--- src/hw/irq_ctrl_pkg.sv ---
// package: register map, field positions and types of the interrupt controller
package irq_ctrl_pkg;

    // register offsets
    localparam logic [7:0] TIMER_PIN_FLAG_CONTROL_OFS   = 8'h88;
    localparam logic [7:0] EXTENDED_LINE_FLAGS_OFS      = 8'h91;
    localparam logic [7:0] STOP_WAKE_SOURCE_MASK_OFS    = 8'h9F;
    localparam logic [7:0] PRIMARY_ENABLE_MASK_OFS      = 8'hA8;
    localparam logic [7:0] PRIMARY_PRIORITY_SELECT_OFS  = 8'hB8;
    localparam logic [7:0] LEVEL_STATUS_OFS             = 8'hC5;
    localparam logic [7:0] VECTOR_CONFIG_OFS            = 8'h9D;
    localparam logic [7:0] EXTENDED_ENABLE_MASK_OFS     = 8'hE8;
    localparam logic [7:0] EXTENDED_PRIORITY_SELECT_OFS = 8'hF8;

    // reset values
    localparam logic [7:0] REG_RESET_VAL  = 8'h00;
    localparam logic [7:0] WAKE_RESET_VAL = 8'hFF;

    // field positions
    localparam int GLOBAL_IRQ_ENABLE_BIT = 7;
    localparam int TIMER_ONE_FLAG_BIT    = 7;
    localparam int TIMER_ONE_RUN_BIT     = 6;
    localparam int TIMER_ZERO_FLAG_BIT   = 5;
    localparam int TIMER_ZERO_RUN_BIT    = 4;
    localparam int PIN_B_FLAG_BIT        = 3;
    localparam int PIN_A_FLAG_BIT        = 1;
    localparam int HIGH_ACTIVE_BIT       = 6;
    localparam int LOW_ACTIVE_BIT        = 5;
    localparam int RELOCATE_BIT          = 5;
    localparam int I2C_HOST_FLAG_BIT     = 0;

    // source numbering (natural order, 0 served first within a priority level)
    localparam int NUM_SOURCES  = 15;
    localparam int SRC_PIN_A    = 0;
    localparam int SRC_TIMER0   = 1;
    localparam int SRC_PIN_B    = 2;
    localparam int SRC_TIMER1   = 3;
    localparam int SRC_SERIAL1  = 4;
    localparam int SRC_TIMER2   = 5;
    localparam int SRC_SERIAL2  = 6;
    localparam int SRC_I2C_HOST = 7;
    localparam int SRC_LINE2    = 8;

    // vectors
    localparam logic [15:0] VEC_BASE      = 16'h0003;
    localparam logic [15:0] VEC_MEM_ERROR = 16'h007B;
    localparam logic [11:0] VEC_BREAK_OFS = 12'h080;
    localparam logic [11:0] VEC_DEBUG_OFS = 12'h0C0;
    localparam int          VEC_STEP_LOG2 = 3;

    // top nibble of relocated vectors per memory size
    localparam logic [3:0] TOP_NIBBLE_64K = 4'hF;
    localparam logic [3:0] TOP_NIBBLE_48K = 4'hB;
    localparam logic [3:0] TOP_NIBBLE_32K = 4'h7;
    localparam logic [3:0] TOP_NIBBLE_16K = 4'h3;

    // request handed to the cpu sequencer
    typedef struct packed {
        logic        valid;
        logic [15:0] vector;
        logic        high;
        logic [4:0]  source;
    } irq_req_t;

    // register bus
    typedef struct packed {
        logic [7:0] addr;
        logic [7:0] wdata;
        logic       wr;
        logic       rd;
    } reg_bus_t;

    typedef enum logic [1:0] {
        SEQ_IDLE = 2'b01,
        SEQ_WAIT = 2'b10
    } seq_state_t;

endpackage

--- src/hw/two_level_interrupt_controller.sv ---
// two-level priority interrupt controller with vector table and wake logic
module two_level_interrupt_controller
    import irq_ctrl_pkg::*;
#(
    parameter int         GPIO_PINS  = 8,
    parameter logic [3:0] TOP_NIBBLE = TOP_NIBBLE_64K
)(
    input  wire logic                 ref_clk,
    input  wire logic                 reset_n,
    input  wire reg_bus_t             bus,
    output logic [7:0]                rdata,
    input  wire logic                 timer_zero_overflow,
    input  wire logic                 timer_one_overflow,
    input  wire logic                 timer_two_overflow_flag,
    input  wire logic                 serial_one_irq,
    input  wire logic                 serial_two_irq,
    input  wire logic                 i2c_host_event,
    input  wire logic                 watchdog_flag,
    input  wire logic [6:0]           line_flags_in,
    input  wire logic                 mem_error_irq,
    input  wire logic                 breakpoint_irq,
    input  wire logic                 debug_port_irq,
    input  wire logic [GPIO_PINS-1:0] gpio_pins,
    input  wire logic [GPIO_PINS-1:0] gpio_group_b_sel,
    input  wire logic [GPIO_PINS-1:0] gpio_rise_en,
    input  wire logic [GPIO_PINS-1:0] gpio_fall_en,
    input  wire logic                 stop_mode,
    input  wire logic                 irq_ack,
    input  wire logic                 irq_return,
    output irq_req_t                  irq_req,
    output logic                      timer_zero_run,
    output logic                      timer_one_run,
    output logic                      wake_req,
    output logic                      osc_enable
);

    // refuse pin counts and memory size nibbles the logic cannot serve
    if (GPIO_PINS < 1 || GPIO_PINS > 64 || TOP_NIBBLE[1:0] != 2'b11) begin
        $error("gpio pin count or vector nibble out of range");
    end

    ////////////////////////////////////////////////////////////////////////
    // state
    typedef struct packed {
        logic [7:0]           timer_pin_flag_control;
        logic                 i2c_flag;
        logic [7:0]           enable;
        logic [6:0]           prio;
        logic [7:0]           ext_enable;
        logic [7:0]           ext_prio;
        logic [7:0]           wake_mask;
        logic                 relocate;
        logic                 high_active;
        logic                 low_active;
        logic [7:0]           rdata;
        irq_req_t             req;
        seq_state_t           seq;
        logic                 wake;
        logic                 osc;
        logic [GPIO_PINS-1:0] gpio_s1;
        logic [GPIO_PINS-1:0] gpio_s2;
        logic [GPIO_PINS-1:0] gpio_s3;
        logic [GPIO_PINS-1:0] gpio_prev;
        logic [7:0]           wake_prev;
    } state_t;

    state_t s_q;
    state_t s_d;

    ////////////////////////////////////////////////////////////////////////
    // combinational signals
    logic [NUM_SOURCES-1:0] pend;
    logic [NUM_SOURCES-1:0] enab;
    logic [NUM_SOURCES-1:0] hi;
    logic [GPIO_PINS-1:0]   gpio_stable;
    logic [GPIO_PINS-1:0]   gpio_edge;
    logic                   edge_a;
    logic                   edge_b;
    logic [7:0]             wake_lines;
    logic [7:0]             ext_flags;
    logic                   found_hi;
    logic                   found_lo;
    logic [4:0]             idx_hi;
    logic [4:0]             idx_lo;

    // gpio edge detection per pin; only stages two and three are compared
    genvar g;
    generate
        for (g = 0; g < GPIO_PINS; g++) begin : g_pin
            // a level counts once stage two and stage three agree
            assign gpio_stable[g] = (s_q.gpio_s2[g] == s_q.gpio_s3[g])
                                  ? s_q.gpio_s3[g] : s_q.gpio_prev[g];
            assign gpio_edge[g] =
                (gpio_rise_en[g] & gpio_stable[g] & ~s_q.gpio_prev[g]) |
                (gpio_fall_en[g] & ~gpio_stable[g] & s_q.gpio_prev[g]);
        end
    endgenerate

    assign edge_a = |(gpio_edge & ~gpio_group_b_sel);
    assign edge_b = |(gpio_edge & gpio_group_b_sel);

    // line flags are live peripheral flags, never latched here
    assign ext_flags = {line_flags_in[6:4], 1'b0, line_flags_in[2:0],
                        s_q.i2c_flag};

    // pending, enable and level vectors in natural order
    always_comb begin
        pend = {line_flags_in[6:4], watchdog_flag, line_flags_in[2:0],
                s_q.i2c_flag, serial_two_irq, timer_two_overflow_flag,
                serial_one_irq, s_q.timer_pin_flag_control[TIMER_ONE_FLAG_BIT],
                s_q.timer_pin_flag_control[PIN_B_FLAG_BIT], s_q.timer_pin_flag_control[TIMER_ZERO_FLAG_BIT],
                s_q.timer_pin_flag_control[PIN_A_FLAG_BIT]};
        enab = {s_q.ext_enable, s_q.enable[6:0]};
        hi   = {s_q.ext_prio, s_q.prio};
    end

    // fixed scan: highest index first so the lowest pending number remains
    always_comb begin
        found_hi = 1'b0;
        found_lo = 1'b0;
        idx_hi   = 5'h00;
        idx_lo   = 5'h00;
        for (int i = NUM_SOURCES - 1; i >= 0; i--) begin
            if (pend[i] && enab[i] && hi[i]) begin
                found_hi = 1'b1;
                idx_hi   = 5'(i);
            end
            if (pend[i] && enab[i] && !hi[i]) begin
                found_lo = 1'b1;
                idx_lo   = 5'(i);
            end
        end
    end

    // wake lines in mask order: 8,7,6,4,3,2, group b, group a
    assign wake_lines = {line_flags_in[6:4], line_flags_in[2:0],
                         edge_b, edge_a};

    ////////////////////////////////////////////////////////////////////////
    // next state
    always_comb begin
        logic        gate;
        logic        take;
        logic [15:0] base;
        s_d  = s_q;
        gate = s_q.enable[GLOBAL_IRQ_ENABLE_BIT];
        take = 1'b0;
        base = 16'h0000;

        // input sampling on every clock edge
        s_d.gpio_s1   = gpio_pins;
        s_d.gpio_s2   = s_q.gpio_s1;
        s_d.gpio_s3   = s_q.gpio_s2;
        s_d.gpio_prev = gpio_stable;
        s_d.rdata     = 8'h00;

        // register writes; pin and i2c flag bits only clear, timer flag bits ignore writes
        if (bus.wr) begin
            if (bus.addr == TIMER_PIN_FLAG_CONTROL_OFS) begin
                s_d.timer_pin_flag_control[TIMER_ONE_RUN_BIT]  = bus.wdata[TIMER_ONE_RUN_BIT];
                s_d.timer_pin_flag_control[TIMER_ZERO_RUN_BIT] = bus.wdata[TIMER_ZERO_RUN_BIT];
                s_d.timer_pin_flag_control[PIN_B_FLAG_BIT] = s_q.timer_pin_flag_control[PIN_B_FLAG_BIT]
                                         & bus.wdata[PIN_B_FLAG_BIT];
                s_d.timer_pin_flag_control[PIN_A_FLAG_BIT] = s_q.timer_pin_flag_control[PIN_A_FLAG_BIT]
                                         & bus.wdata[PIN_A_FLAG_BIT];
            end else if (bus.addr == EXTENDED_LINE_FLAGS_OFS) begin
                s_d.i2c_flag = s_q.i2c_flag
                             & bus.wdata[I2C_HOST_FLAG_BIT];
            end else if (bus.addr == STOP_WAKE_SOURCE_MASK_OFS) begin
                s_d.wake_mask = bus.wdata;
            end else if (bus.addr == PRIMARY_ENABLE_MASK_OFS) begin
                s_d.enable = bus.wdata;
            end else if (bus.addr == PRIMARY_PRIORITY_SELECT_OFS) begin
                s_d.prio = bus.wdata[6:0];
            end else if (bus.addr == VECTOR_CONFIG_OFS) begin
                s_d.relocate = bus.wdata[RELOCATE_BIT];
            end else if (bus.addr == EXTENDED_ENABLE_MASK_OFS) begin
                s_d.ext_enable = bus.wdata;
            end else if (bus.addr == EXTENDED_PRIORITY_SELECT_OFS) begin
                s_d.ext_prio = bus.wdata;
            end
        end

        // register reads; unmapped addresses return zero
        if (bus.rd) begin
            if (bus.addr == TIMER_PIN_FLAG_CONTROL_OFS) begin
                s_d.rdata = s_q.timer_pin_flag_control;
            end else if (bus.addr == EXTENDED_LINE_FLAGS_OFS) begin
                s_d.rdata = ext_flags;
            end else if (bus.addr == STOP_WAKE_SOURCE_MASK_OFS) begin
                s_d.rdata = s_q.wake_mask;
            end else if (bus.addr == PRIMARY_ENABLE_MASK_OFS) begin
                s_d.rdata = s_q.enable;
            end else if (bus.addr == PRIMARY_PRIORITY_SELECT_OFS) begin
                s_d.rdata = {1'b0, s_q.prio};
            end else if (bus.addr == LEVEL_STATUS_OFS) begin
                s_d.rdata[HIGH_ACTIVE_BIT] = s_q.high_active;
                s_d.rdata[LOW_ACTIVE_BIT]  = s_q.low_active;
            end else if (bus.addr == VECTOR_CONFIG_OFS) begin
                s_d.rdata[RELOCATE_BIT] = s_q.relocate;
            end else if (bus.addr == EXTENDED_ENABLE_MASK_OFS) begin
                s_d.rdata = s_q.ext_enable;
            end else if (bus.addr == EXTENDED_PRIORITY_SELECT_OFS) begin
                s_d.rdata = s_q.ext_prio;
            end
        end

        // hardware sets come after software clears so a same-cycle event wins
        if (timer_zero_overflow) begin
            s_d.timer_pin_flag_control[TIMER_ZERO_FLAG_BIT] = 1'b1;
        end
        if (timer_one_overflow) begin
            s_d.timer_pin_flag_control[TIMER_ONE_FLAG_BIT] = 1'b1;
        end
        if (edge_a) begin
            s_d.timer_pin_flag_control[PIN_A_FLAG_BIT] = 1'b1;
        end
        if (edge_b) begin
            s_d.timer_pin_flag_control[PIN_B_FLAG_BIT] = 1'b1;
        end
        if (i2c_host_event) begin
            s_d.i2c_flag = 1'b1;
        end

        // return from a routine clears the innermost level first
        if (irq_return) begin
            if (s_q.high_active) begin
                s_d.high_active = 1'b0;
            end else begin
                s_d.low_active = 1'b0;
            end
        end

        // vector base: relocated region uses the memory size nibble
        if (s_q.relocate) begin
            base = {TOP_NIBBLE, 12'h000};
        end

        // request sequencer: hold the request until the cpu takes it
        case (s_q.seq)
            SEQ_IDLE: begin
                s_d.req.valid = 1'b0;
                if (debug_port_irq) begin
                    take = 1'b1;
                    s_d.req.vector = {TOP_NIBBLE, VEC_DEBUG_OFS};
                    s_d.req.high   = 1'b1;
                    s_d.req.source = 5'h11;
                end else if (breakpoint_irq) begin
                    take = 1'b1;
                    s_d.req.vector = {TOP_NIBBLE, VEC_BREAK_OFS};
                    s_d.req.high   = 1'b1;
                    s_d.req.source = 5'h10;
                end else if (gate && !s_q.high_active && found_hi) begin
                    take = 1'b1;
                    s_d.req.vector = base | (VEC_BASE +
                        16'({idx_hi, 3'b000}));
                    s_d.req.high   = 1'b1;
                    s_d.req.source = idx_hi;
                end else if (gate && mem_error_irq && !s_q.high_active
                             && !s_q.low_active) begin
                    take = 1'b1;
                    s_d.req.vector = base | VEC_MEM_ERROR;
                    s_d.req.high   = 1'b0;
                    s_d.req.source = 5'h0F;
                end else if (gate && !s_q.high_active && !s_q.low_active
                             && found_lo) begin
                    take = 1'b1;
                    s_d.req.vector = base | (VEC_BASE +
                        16'({idx_lo, 3'b000}));
                    s_d.req.high   = 1'b0;
                    s_d.req.source = idx_lo;
                end
                if (take) begin
                    s_d.req.valid = 1'b1;
                    s_d.seq       = SEQ_WAIT;
                end
            end
            SEQ_WAIT: begin
                if (irq_ack) begin
                    s_d.req.valid = 1'b0;
                    s_d.seq       = SEQ_IDLE;
                    if (s_q.req.high) begin
                        s_d.high_active = 1'b1;
                    end else begin
                        s_d.low_active = 1'b1;
                    end
                    // timer flags clear on entry unless re-raised now
                    if (s_q.req.source == 5'(SRC_TIMER0) &&
                        !timer_zero_overflow) begin
                        s_d.timer_pin_flag_control[TIMER_ZERO_FLAG_BIT] = 1'b0;
                    end
                    if (s_q.req.source == 5'(SRC_TIMER1) &&
                        !timer_one_overflow) begin
                        s_d.timer_pin_flag_control[TIMER_ONE_FLAG_BIT] = 1'b0;
                    end
                end
            end
            default: begin
                s_d.seq = SEQ_IDLE;
            end
        endcase

        // wake: rising edges of masked lines, independent of enables
        s_d.wake_prev = wake_lines;
        s_d.wake = stop_mode
                 & |(wake_lines & ~s_q.wake_prev & s_q.wake_mask);
        s_d.osc  = ~stop_mode | s_d.wake;
    end

    ////////////////////////////////////////////////////////////////////////
    // state register
    always_ff @(posedge ref_clk or negedge reset_n) begin
        if (!reset_n) begin
            s_q           <= '0;
            s_q.wake_mask <= WAKE_RESET_VAL;
            s_q.enable    <= REG_RESET_VAL;
            s_q.seq       <= SEQ_IDLE;
            s_q.osc       <= 1'b1;
        end else begin
            s_q <= s_d;
        end
    end

    // outputs straight from the state register
    assign rdata          = s_q.rdata;
    assign irq_req        = s_q.req;
    assign timer_zero_run = s_q.timer_pin_flag_control[TIMER_ZERO_RUN_BIT];
    assign timer_one_run  = s_q.timer_pin_flag_control[TIMER_ONE_RUN_BIT];
    assign wake_req       = s_q.wake;
    assign osc_enable     = s_q.osc;

endmodule

--- config.mk ---
export PLATFORM = sky130hd
export DESIGN_NAME = two_level_interrupt_controller
export DESIGN_NICKNAME = d
export VERILOG_FILES = /design/src/hw/irq_ctrl_pkg.sv /design/src/hw/two_level_interrupt_controller.sv
export SDC_FILE = /design/constraint.sdc
export NUM_CORES = 1
export LEC_CHECK = 0
export BUFFER_PORTS_ARGS = -buffer_cell sky130_fd_sc_hd__buf_2
export CAP_MARGIN = 25
export CORE_MARGIN = 5
export CORE_UTILIZATION = 50
export CTS_CLUSTER_SIZE = 14
export DETAILED_ROUTE_END_ITERATION = 10
export PLACE_DENSITY = 0.73
export SETUP_SLACK_MARGIN = 0.5
export SLEW_MARGIN = 20
export SYNTH_ARGS = -nofsm -noshare
export SYNTH_HDL_FRONTEND = slang
export SYNTH_SLANG_ARGS = --single-unit
--- constraint.sdc ---
create_clock -name ref_clk -period 5.43 [get_ports ref_clk]
set_input_delay 0 -clock ref_clk [delete_from_list [all_inputs] [get_ports ref_clk]]
set_output_delay 0 -clock ref_clk [all_outputs]
set_load 0.02 [all_outputs]
==> results_dict.tcl, run 1 <==
set metrics [dict create \
    yosysUniqueCellTypes 82 \
    synth_compound_area_share_pct 11.5 \
    synthFlopType "dfrtp_1" \
    grt.overflow.total 0 \
    cpMostUsedCell "dlygate4sd3_1" \
    cts-buffers-inserted 9 \
    final.setup.worst_slack_ps 2970 \
    finalClockSkew_ps 6.34 \
    leakage_nw 3.06 \
    ctsLongestPathBuffers 2 \
    synth-seq-cells 112 \
    rsz0062_at_grt "no" \
    drt_wl_total_mm 14.1 \
    multi_input_area_um2 2570 \
    max-slew-margin-rel_pct 51.5 \
    viasPerCell 5.84 \
    crit_chain "or4bb_1 > nand2_1 > a22oi_1 > dlygate4sd3_1 > nand4_1 > dlygate4sd3_1" \
    fmax_mhz 407 \
    powerDensity_nw_per_um2 289 \
    place_ws_ps 3280 \
    arrival_ps 2740 \
    synthAdderAreaFrac_pct 1.41 \
    regArea_um2 2820 \
    synth.most_common_cell "dfrtp_1" \
    setup_tns_ps 0 \
    hold_viol_final 0 \
    drc 0 \
    maxSlewViolCount 0 \
    antenna_found_initial 0 \
    max_cap_violations 0 \
    track_usage_pct 21.9 \
    synth_common_cells "dfrtp_1, mux2_2, nand2_1" \
    yosysWarnings 0 \
    postRouteAntennaNets 0 \
    clk_latency_ps 360 \
    post-route-min-period_ps 2460 \
    synth.cell_area_um2 5680 \
    dpl.hpwl_mm 10.7 \
    synth_xor_area_share_pct 0 \
    muxShareOfSynthArea_pct 12.1 \
    hold_class "in2reg" \
    ios 107 \
    run_status "finished, final reports clean" \
    synth_area_leaders "dfrtp_1, mux2_2, dfstp_2" \
    cts.sinks 112 \
    antennaDiodeCount 0 \
    critPathLaunchType "register" \
    yosys.area_share.simple_pct 20.0 \
    critPathTopFamily "buffers and inverters" \
    crit_buf_inv 2 \
    yosysTopAreaCellShare_pct 45.0 \
    path_clk_slew_ps 70 \
    p_total_mw 1.95 \
    yosysTopAreaCell "dfrtp_1" \
    criticalPathCategory "reg2reg" \
    first_global_vias 4410 \
    synth-edff-count 0 \
    die_w_um 117 \
    drive_above_1_share_pct 33.7 \
    synthCells 479 \
    tightestPinTransition_ps 721 \
    synth_top_family_by_area "simple AND/OR/NAND/NOR gates" \
    cpMaxStageDelayCell "dlygate4sd3_1" \
    grt_pass1_wl_mm 22.6 \
    hold_ws_ps 20.8 \
    syn_to_final_growth_pct 19.2 \
    wire_per_inst_um 19.0 \
    cts_root_buffer "clkbuf_16" \
    utilization_pct 60.0 \
    post_cts_buffers 0 \
    nNetsFinal 666 \
    drt-initial-drc-count 275 \
    cts_tree "built" \
    n_fill_cell 895 \
    max-vdd-ir-drop_v 0.000260 \
    routabilityCongestion 0.909 \
    required_ps 5720 \
    grt_max_degree 84 \
    core_um2 11300 \
    die_h_um 117 \
    ys_seq_area_share_pct 49.6 \
    slowest_delay_ps 610 \
    die_area_um2 13600 \
    synth-async-reset-ratio_pct 100 \
    syn_avg_cell_area_um2 11.8 \
    period_share_pct 45.2 \
    dr.pass1.iters 5 \
    vias 4335 \
    start_util_pct 50.3 \
    io_buffers 100 \
    cp-end-kind "register" \
    setup_viol_count_final 0 \
    worstPathMaxFanout 3 \
    rows 39 \
    htree_levels 3 \
]
metrics by stage:
stage                     instance area (µm²)  cells
after floorplan                          5690    483
after global placement                   6120    691
after detailed placement                 6120    691
after CTS                                6760    742
after global routing                     6760    742
final                                    6760    742
kinds of logic after synthesis:
family	after synthesis
buffers and inverters	48
AO/OA/AOI/OAI	87
other	1
AND/OR/NAND/NOR	168
adder cells (fa/ha/maj)	8
flip-flops	112
multiplexers	55
flip-flops by register name (all words and copies together) (netlist names), 4 cells and up:
register  cells
irq_req      11
pend          4
s_d          16
rdata         8
enab         15
hi           15
s_q          38
final timing paths:
check                                    start                    to  slack, ps  cells after the start
setup reg to reg             s_q[17]$_DFF_PN0_      s_q[1]$_DFF_PN0_       2970                      6
hold / removal             gpio_group_b_sel[3]   pend[0]$_DFFE_PN0P_         20                      4
hold reg to reg              s_d[30]$_DFF_PN0_     s_d[22]$_DFF_PN0_        350                      0
min in group asynchronous              reset_n    rdata[7]$_DFF_PN0_        110                      2
max in group asynchronous              reset_n  enab[11]$_DFFE_PN0P_       4300                      3
setup / recovery             s_q[17]$_DFF_PN0_      s_q[1]$_DFF_PN0_       2970                      6
power breakdown:
part,switching (mW),internal [mW],leakage (nW),total [mW]
Clock,0.316,0.322,0.135,0.638
Combinational,0.197,0.160,1.55,0.358
Sequential,0.0504,0.906,1.38,0.956
metal layers:
layer  global-route usage [%]  routed length [µm]
met1                     28.1                5990
met2                     36.2                6830
met3                     4.30                 875
met4                     9.63                 419
met5                        0                   0
placed cells by master (no fill, tap or decap), drive strengths merged, types with 7 or more instances in the layout:
cell type,instances
o211ai,7
dlygate4sd3,35
nor2b,10
nand2b,7
clkbuf,11
nor3,8
nand2,33
nor2,13
dfstp,10
nand4b,10
nand3,22
maj3,8
inv,14
dfrtp,102
o21ai,18
buf,101
nand3b,17
nand4,8
mux2,47
a21oi,10
what timing repair did:
| action | 4_1_cts | 5_1_grt |
|---|---|---|
| endpoints found under the hold margin | 107 | 0 |
| hold buffers | 35 | 0 |
| resized for setup | 0 | 0 |
worst min-delay path, delay by kind of cell:
kind            cells  cell delay (ps)
simple gates        1               80
compound gates      1              120
buf+inv             2              150
cell type report:
type / instances / share of cell area [%]
multi-input cells: 323 / 38.1
well taps: 143 / 2.65
clock inverters: 5 / 0.777
repair buffers: 136 / 12.8
flip-flops and latches: 112 / 41.6
clock buffers: 11 / 3.44
inverters: 12 / 0.666
Power figures use the tool's default switching activity.
==> inputs of run 2 (changes only) <==
Settings changed: PLACE_DENSITY 0.73 to 0.76.
Clock period 5.43 ns to 2 ns, I/O delays scaled along.
==> run 2 against run 1 <==
Effect of this change: routed wire length up 4.9%; via count rose by 5.0%; sequential power grew to 2.7 times the previous value; sequential share of layout area is 3.6 points lower; critical path type unchanged; largest cell class unchanged.
==> results_dict.tcl, run 2 (synthesis results as in run 1) <==
set metrics [dict create \
    hold_ws_ps 28.0 \
    ctsLongestPathBuffers 2 \
    max-slew-margin-rel_pct 59.1 \
    r2r_start "hi[6]$_DFFE_PN0P_" \
    hold_viol_final 0 \
    fin_area_um2 7410 \
    syn_to_final_growth_pct 30.5 \
    crit_buf_inv 0 \
    use_met3_pct 4.46 \
    critPathLaunchType "register" \
    top_usage_layer "met2" \
    track_usage_pct 23.3 \
    fin_cells 795 \
    n_fill_cell 836 \
    die_w_um 117 \
    placed_cell_area_um2 6380 \
    p_seq_share_pct 47.1 \
    path_clk_slew_ps 80 \
    final_cell_mix "dfrtp_1, buf_2, buf_4, mux2_2, dlygate4sd3_1" \
    rsz0062_at_grt "yes" \
    die_h_um 117 \
    p_int_mw 3.89 \
    antenna_found_initial 0 \
    cpMaxStageDelayCell "o41ai_4" \
    finalClockSkew_ps 9.07 \
    required_ps 2240 \
    start_util_pct 50.3 \
    slowest_delay_ps 430 \
    viasPerCell 5.73 \
    multi_input_area_um2 2790 \
    hold_class "in2reg" \
    grt_pass1_wl_mm 24.3 \
    startpoint "hi[6]$_DFFE_PN0P_" \
    final_common_cell "dfrtp_1" \
    largest_reg_flops 38 \
    combPwrFrac_pct 20.5 \
    htree_levels 3 \
    rows 39 \
    cp-end-kind "register" \
    antennaDiodeCount 0 \
    wire_per_inst_um 18.6 \
    max_cap_violations 0 \
    setup_tns_ps 0 \
    critPathTopFamily "compound AO/OA/AOI/OAI gates" \
    core_um2 11300 \
    p_total_mw 5.52 \
    grt.overflow.total 0 \
    leakage_nw 3.38 \
    utilization_pct 65.7 \
    run_status "finished, final reports clean" \
    min_from "gpio_group_b_sel[3]" \
    dr.pass1.iters 5 \
    cts_tree "built" \
    first_global_vias 4672 \
    ios 107 \
    vias 4552 \
    die_area_um2 13600 \
    p_clk_share_pct 32.4 \
    place_ws_ps 30.2 \
    regArea_um2 2820 \
    routabilityCongestion 0.915 \
    cts-buffers-inserted 9 \
    fmax_mhz 525 \
    p_switching_mw 1.63 \
    cts.sinks 112 \
    p_sw_share_pct 29.6 \
    final.setup.worst_slack_ps 96.9 \
    maxSlewViolCount 0 \
    post-route-min-period_ps 1900 \
    drc 0 \
    nNetsFinal 719 \
    max-vdd-ir-drop_v 0.000641 \
    criticalPathCategory "reg2reg" \
    grt_use_met1_pct 30.5 \
    worstPathMaxFanout 8 \
    drt-initial-drc-count 314 \
    setup_viol_count_final 0 \
    dpl.hpwl_mm 10.7 \
    drt_wl_total_mm 14.8 \
    dp_cells 710 \
    drive_above_1_share_pct 44.9 \
    grt_max_degree 49 \
    cts_root_buffer "clkbuf_16" \
    arrival_ps 2150 \
    tightestPinTransition_ps 614 \
    period_share_pct 95.2 \
    powerDensity_nw_per_um2 746 \
    postRouteAntennaNets 0 \
    io_buffers 100 \
    regMostFlops "s_q" \
    met2_usage_pct 38.7 \
    clk_latency_ps 360 \
    crit_chain "nand3_2 > nand4_1 > o41ai_4 > o211a_4 > nor2_4 > mux2_4" \
]
run 2: cell types whose count changed in the layout (fill, tap and decap cells not counted), moves of 4 or more:
cell / previous run / this run
nand3_2: 1 / 14
o21ai_0: 18 / 13
nand3_1: 21 / 8
a21oi_1: 10 / 6
buf_4: 1 / 52
a21oi_2: 0 / 4
run 2: layer usage:
| metal | vias to the layer above | part of all wire (%) |
|---|---|---|
| li1 | 2113 | - |
| met1 | 2254 | 42 |
| met2 | 159 | 49 |
| met3 | 26 | 6.5 |
| met4 | 0 | 2.4 |
| met5 | - | 0 |
run 2: worst min-delay path: cells and delay by family:
| family | cells | cell delay, ps |
|---|---|---|
| buf+inv | 2 | 200 |
| simple gates | 1 | 70 |
| compound gates | 1 | 80 |
run 2: cell type report:
class | instances | share of cell area, %
Inverter | 12 | 0.608
Timing Repair Buffer | 189 | 17.3
Clock buffer | 9 | 3.04
Sequential cell | 112 | 38.0
Tap cell | 143 | 2.42
Multi-Input combinational cell | 323 | 37.7
Clock inverter | 7 | 0.963
run 2: worst paths after layout:
check                                          to  slack (ps)  cells past startpoint
hold / removal                pend[0]$_DFFE_PN0P_          30                      4
setup / recovery           irq_req[3]$_DFFE_PN0P_         100                      6
min in group asynchronous       s_d[19]$_DFF_PN0_         180                      2
max in group asynchronous       s_d[22]$_DFF_PN0_        1070                      3
setup reg to reg           irq_req[3]$_DFFE_PN0P_         100                      6
hold reg to reg                 s_d[22]$_DFF_PN0_         350                      0
run 2: power by group through the flow:
stage,Sequential [mW],Combinational (mW),Clock [mW]
5_1_grt,2.63,1.23,1.95
3_5_place_dp,2.64,0.945,0
6_report,2.60,1.13,1.79
4_1_cts,2.60,1.10,1.83
2_1_floorplan,2.61,0.731,0
3_3_place_gp,2.63,0.925,0
run 2: what timing repair did:
item                       CTS  global route
pin swaps                   22            13
gates resized for setup     17            13
hold endpoints to repair   116             0
hold buffers                34             0
setup endpoints to repair   18            26
setup buffers               24            11
==> inputs of run 3 (changes only) <==
Settings changed: RECOVER_POWER set to 100.
==> run 3 against run 2 <==
Effect of this change: register-to-register slack about the same; fmax up 0.12%; clock skew about the same; critical endpoint unchanged; highest routed layer unchanged.
==> results_dict.tcl, run 3 (synthesis results as in run 1) <==
set metrics [dict create \
    p_sw_share_pct 29.7 \
    max-vdd-ir-drop_v 0.000633 \
    final_common_cell "dfrtp_1" \
    cts-buffers-inserted 9 \
    setup_viol_count_final 0 \
    first_global_vias 4672 \
    post-route-min-period_ps 1900 \
    vias 4574 \
    max_cap_violations 0 \
    fmax_mhz 526 \
    criticalPathCategory "reg2reg" \
    final_cell_mix "dfrtp_1, buf_2, clkbuf_1, mux2_2, buf_4" \
    antennaDiodeCount 0 \
    cp-end-kind "register" \
    place_ws_ps 30.2 \
    cts_tree "built" \
    io_buffers 100 \
    tightestPinTransition_ps 1200 \
    rows 39 \
    cts.sinks 112 \
    die_h_um 117 \
    hold_class "in2reg" \
    die_w_um 117 \
    postRouteAntennaNets 0 \
    start_util_pct 50.3 \
    period_share_pct 95.0 \
    required_ps 2240 \
    nNetsFinal 719 \
    powerDensity_nw_per_um2 750 \
    maxSlewViolCount 0 \
    leakage_nw 3.21 \
    grt_pass1_wl_mm 24.3 \
    viasPerCell 5.75 \
    syn_to_final_growth_pct 27.9 \
    die_area_um2 13600 \
    combPwrFrac_pct 19.5 \
    arrival_ps 2150 \
    drt_wl_total_mm 14.8 \
    path_clk_slew_ps 80 \
    core_um2 11300 \
    grt.overflow.total 0 \
    p_seq_share_pct 47.8 \
    setup_tns_ps 0 \
    finalClockSkew_ps 8.76 \
    track_usage_pct 23.3 \
    worstPathMaxFanout 8 \
    run_status "finished, final reports clean" \
    regMostFlops "s_q" \
    max-slew-margin-rel_pct 20.1 \
    n_fill_cell 874 \
    critPathLaunchType "register" \
    routabilityCongestion 0.915 \
    htree_levels 3 \
    ctsLongestPathBuffers 2 \
    rsz0062_at_grt "yes" \
    dr.pass1.iters 6 \
    wire_per_inst_um 18.7 \
    cts_root_buffer "clkbuf_16" \
    ios 107 \
    p_clk_share_pct 32.8 \
    hold_viol_final 0 \
    grt_max_degree 49 \
    drc 0 \
    largest_reg_flops 38 \
    drt-initial-drc-count 379 \
    p_switching_mw 1.62 \
    final.setup.worst_slack_ps 99.2 \
    drive_above_1_share_pct 36.8 \
    dpl.hpwl_mm 10.7 \
    clk_latency_ps 360 \
    p_int_mw 3.83 \
    antenna_found_initial 0 \
]
[run 3: changes by cell type in the layout (fill, tap and decap cells not counted), sizes merged]
cell and change:
clkbuf +50, buf -50
[run 3: timing repair]
item                                    4_1_cts  5_1_grt
pin swaps                                    22       13
endpoints found under the setup margin       18       26
endpoints found under the hold margin       116        0
resized for setup                            17       13
hold buffers                                 34        0
setup buffers                                24       11
[run 3: power by group through the flow]
stage	clock network (mW)	logic, mW	registers [mW]
2_1_floorplan	0	0.731	2.61
3_3_place_gp	0	0.925	2.63
3_5_place_dp	0	0.945	2.64
4_1_cts	1.83	1.10	2.60
5_1_grt	1.95	1.16	2.63
6_report	1.78	1.06	2.60
[run 3: layer usage]
metal | up-vias | wire length, µm | track usage [%] | share of wire, %
li1 | 2116 | - | - | -
met1 | 2253 | 6250 | 30.5 | 42
met2 | 173 | 7230 | 38.7 | 49
met3 | 32 | 971 | 4.46 | 6.5
met4 | 0 | 384 | 9.02 | 2.6
met5 | - | 0 | 0 | 0
[run 3: layout make-up]
type	count	area [µm²]	area share (%)
Tap cell	143	179	2.46
Multi-Input combinational cell	323	2730	37.6
Clock buffer	9	225	3.10
Clock inverter	7	71.3	0.982
Timing Repair Buffer	189	1190	16.4
Inverter	12	45.0	0.620
Sequential cell	112	2820	38.8
[run 3: path summary, 6_finish.rpt]
kind	startpoint	endpoint	slack, ps	cells past startpoint
worst max-delay path	hi[6]$_DFFE_PN0P_	irq_req[3]$_DFFE_PN0P_	100	6
worst min-delay path	gpio_group_b_sel[2]	s_q[1]$_DFF_PN0_	10	3
worst max register to register	hi[6]$_DFFE_PN0P_	irq_req[3]$_DFFE_PN0P_	100	6
worst min register to register	s_d[30]$_DFF_PN0_	s_d[22]$_DFF_PN0_	350	0
max in group asynchronous	reset_n	s_d[22]$_DFF_PN0_	420	3
min in group asynchronous	reset_n	s_d[19]$_DFF_PN0_	410	2
[run 3: through the flow]
| step | std cells | instance area [µm²] | power (mW) | hold slack (ps) | util (%) |
|---|---|---|---|---|---|
| 2_1_floorplan | 483 | 5790 | 3.34 | -296 | - |
| 3_3_place_gp | 710 | 6380 | 3.55 | 39.6 | 56.6 |
| 3_5_place_dp | 710 | 6380 | 3.58 | 49.4 | 56.6 |
| 4_1_cts | 784 | 7250 | 5.53 | 3.59 | 64.3 |
| 5_1_grt | 795 | 7260 | 5.74 | 17.8 | 64.4 |
| 6_report | 795 | 7260 | 5.45 | 11.1 | 64.4 |
[run 3: worst max-delay path: stages, from the launching register on]
cell	delay, ps
dfrtp_1	420
nand3_2	100
nand4_1	220
o41ai_4	430
o211a_4	230
nor2_4	60
mux2_4	300
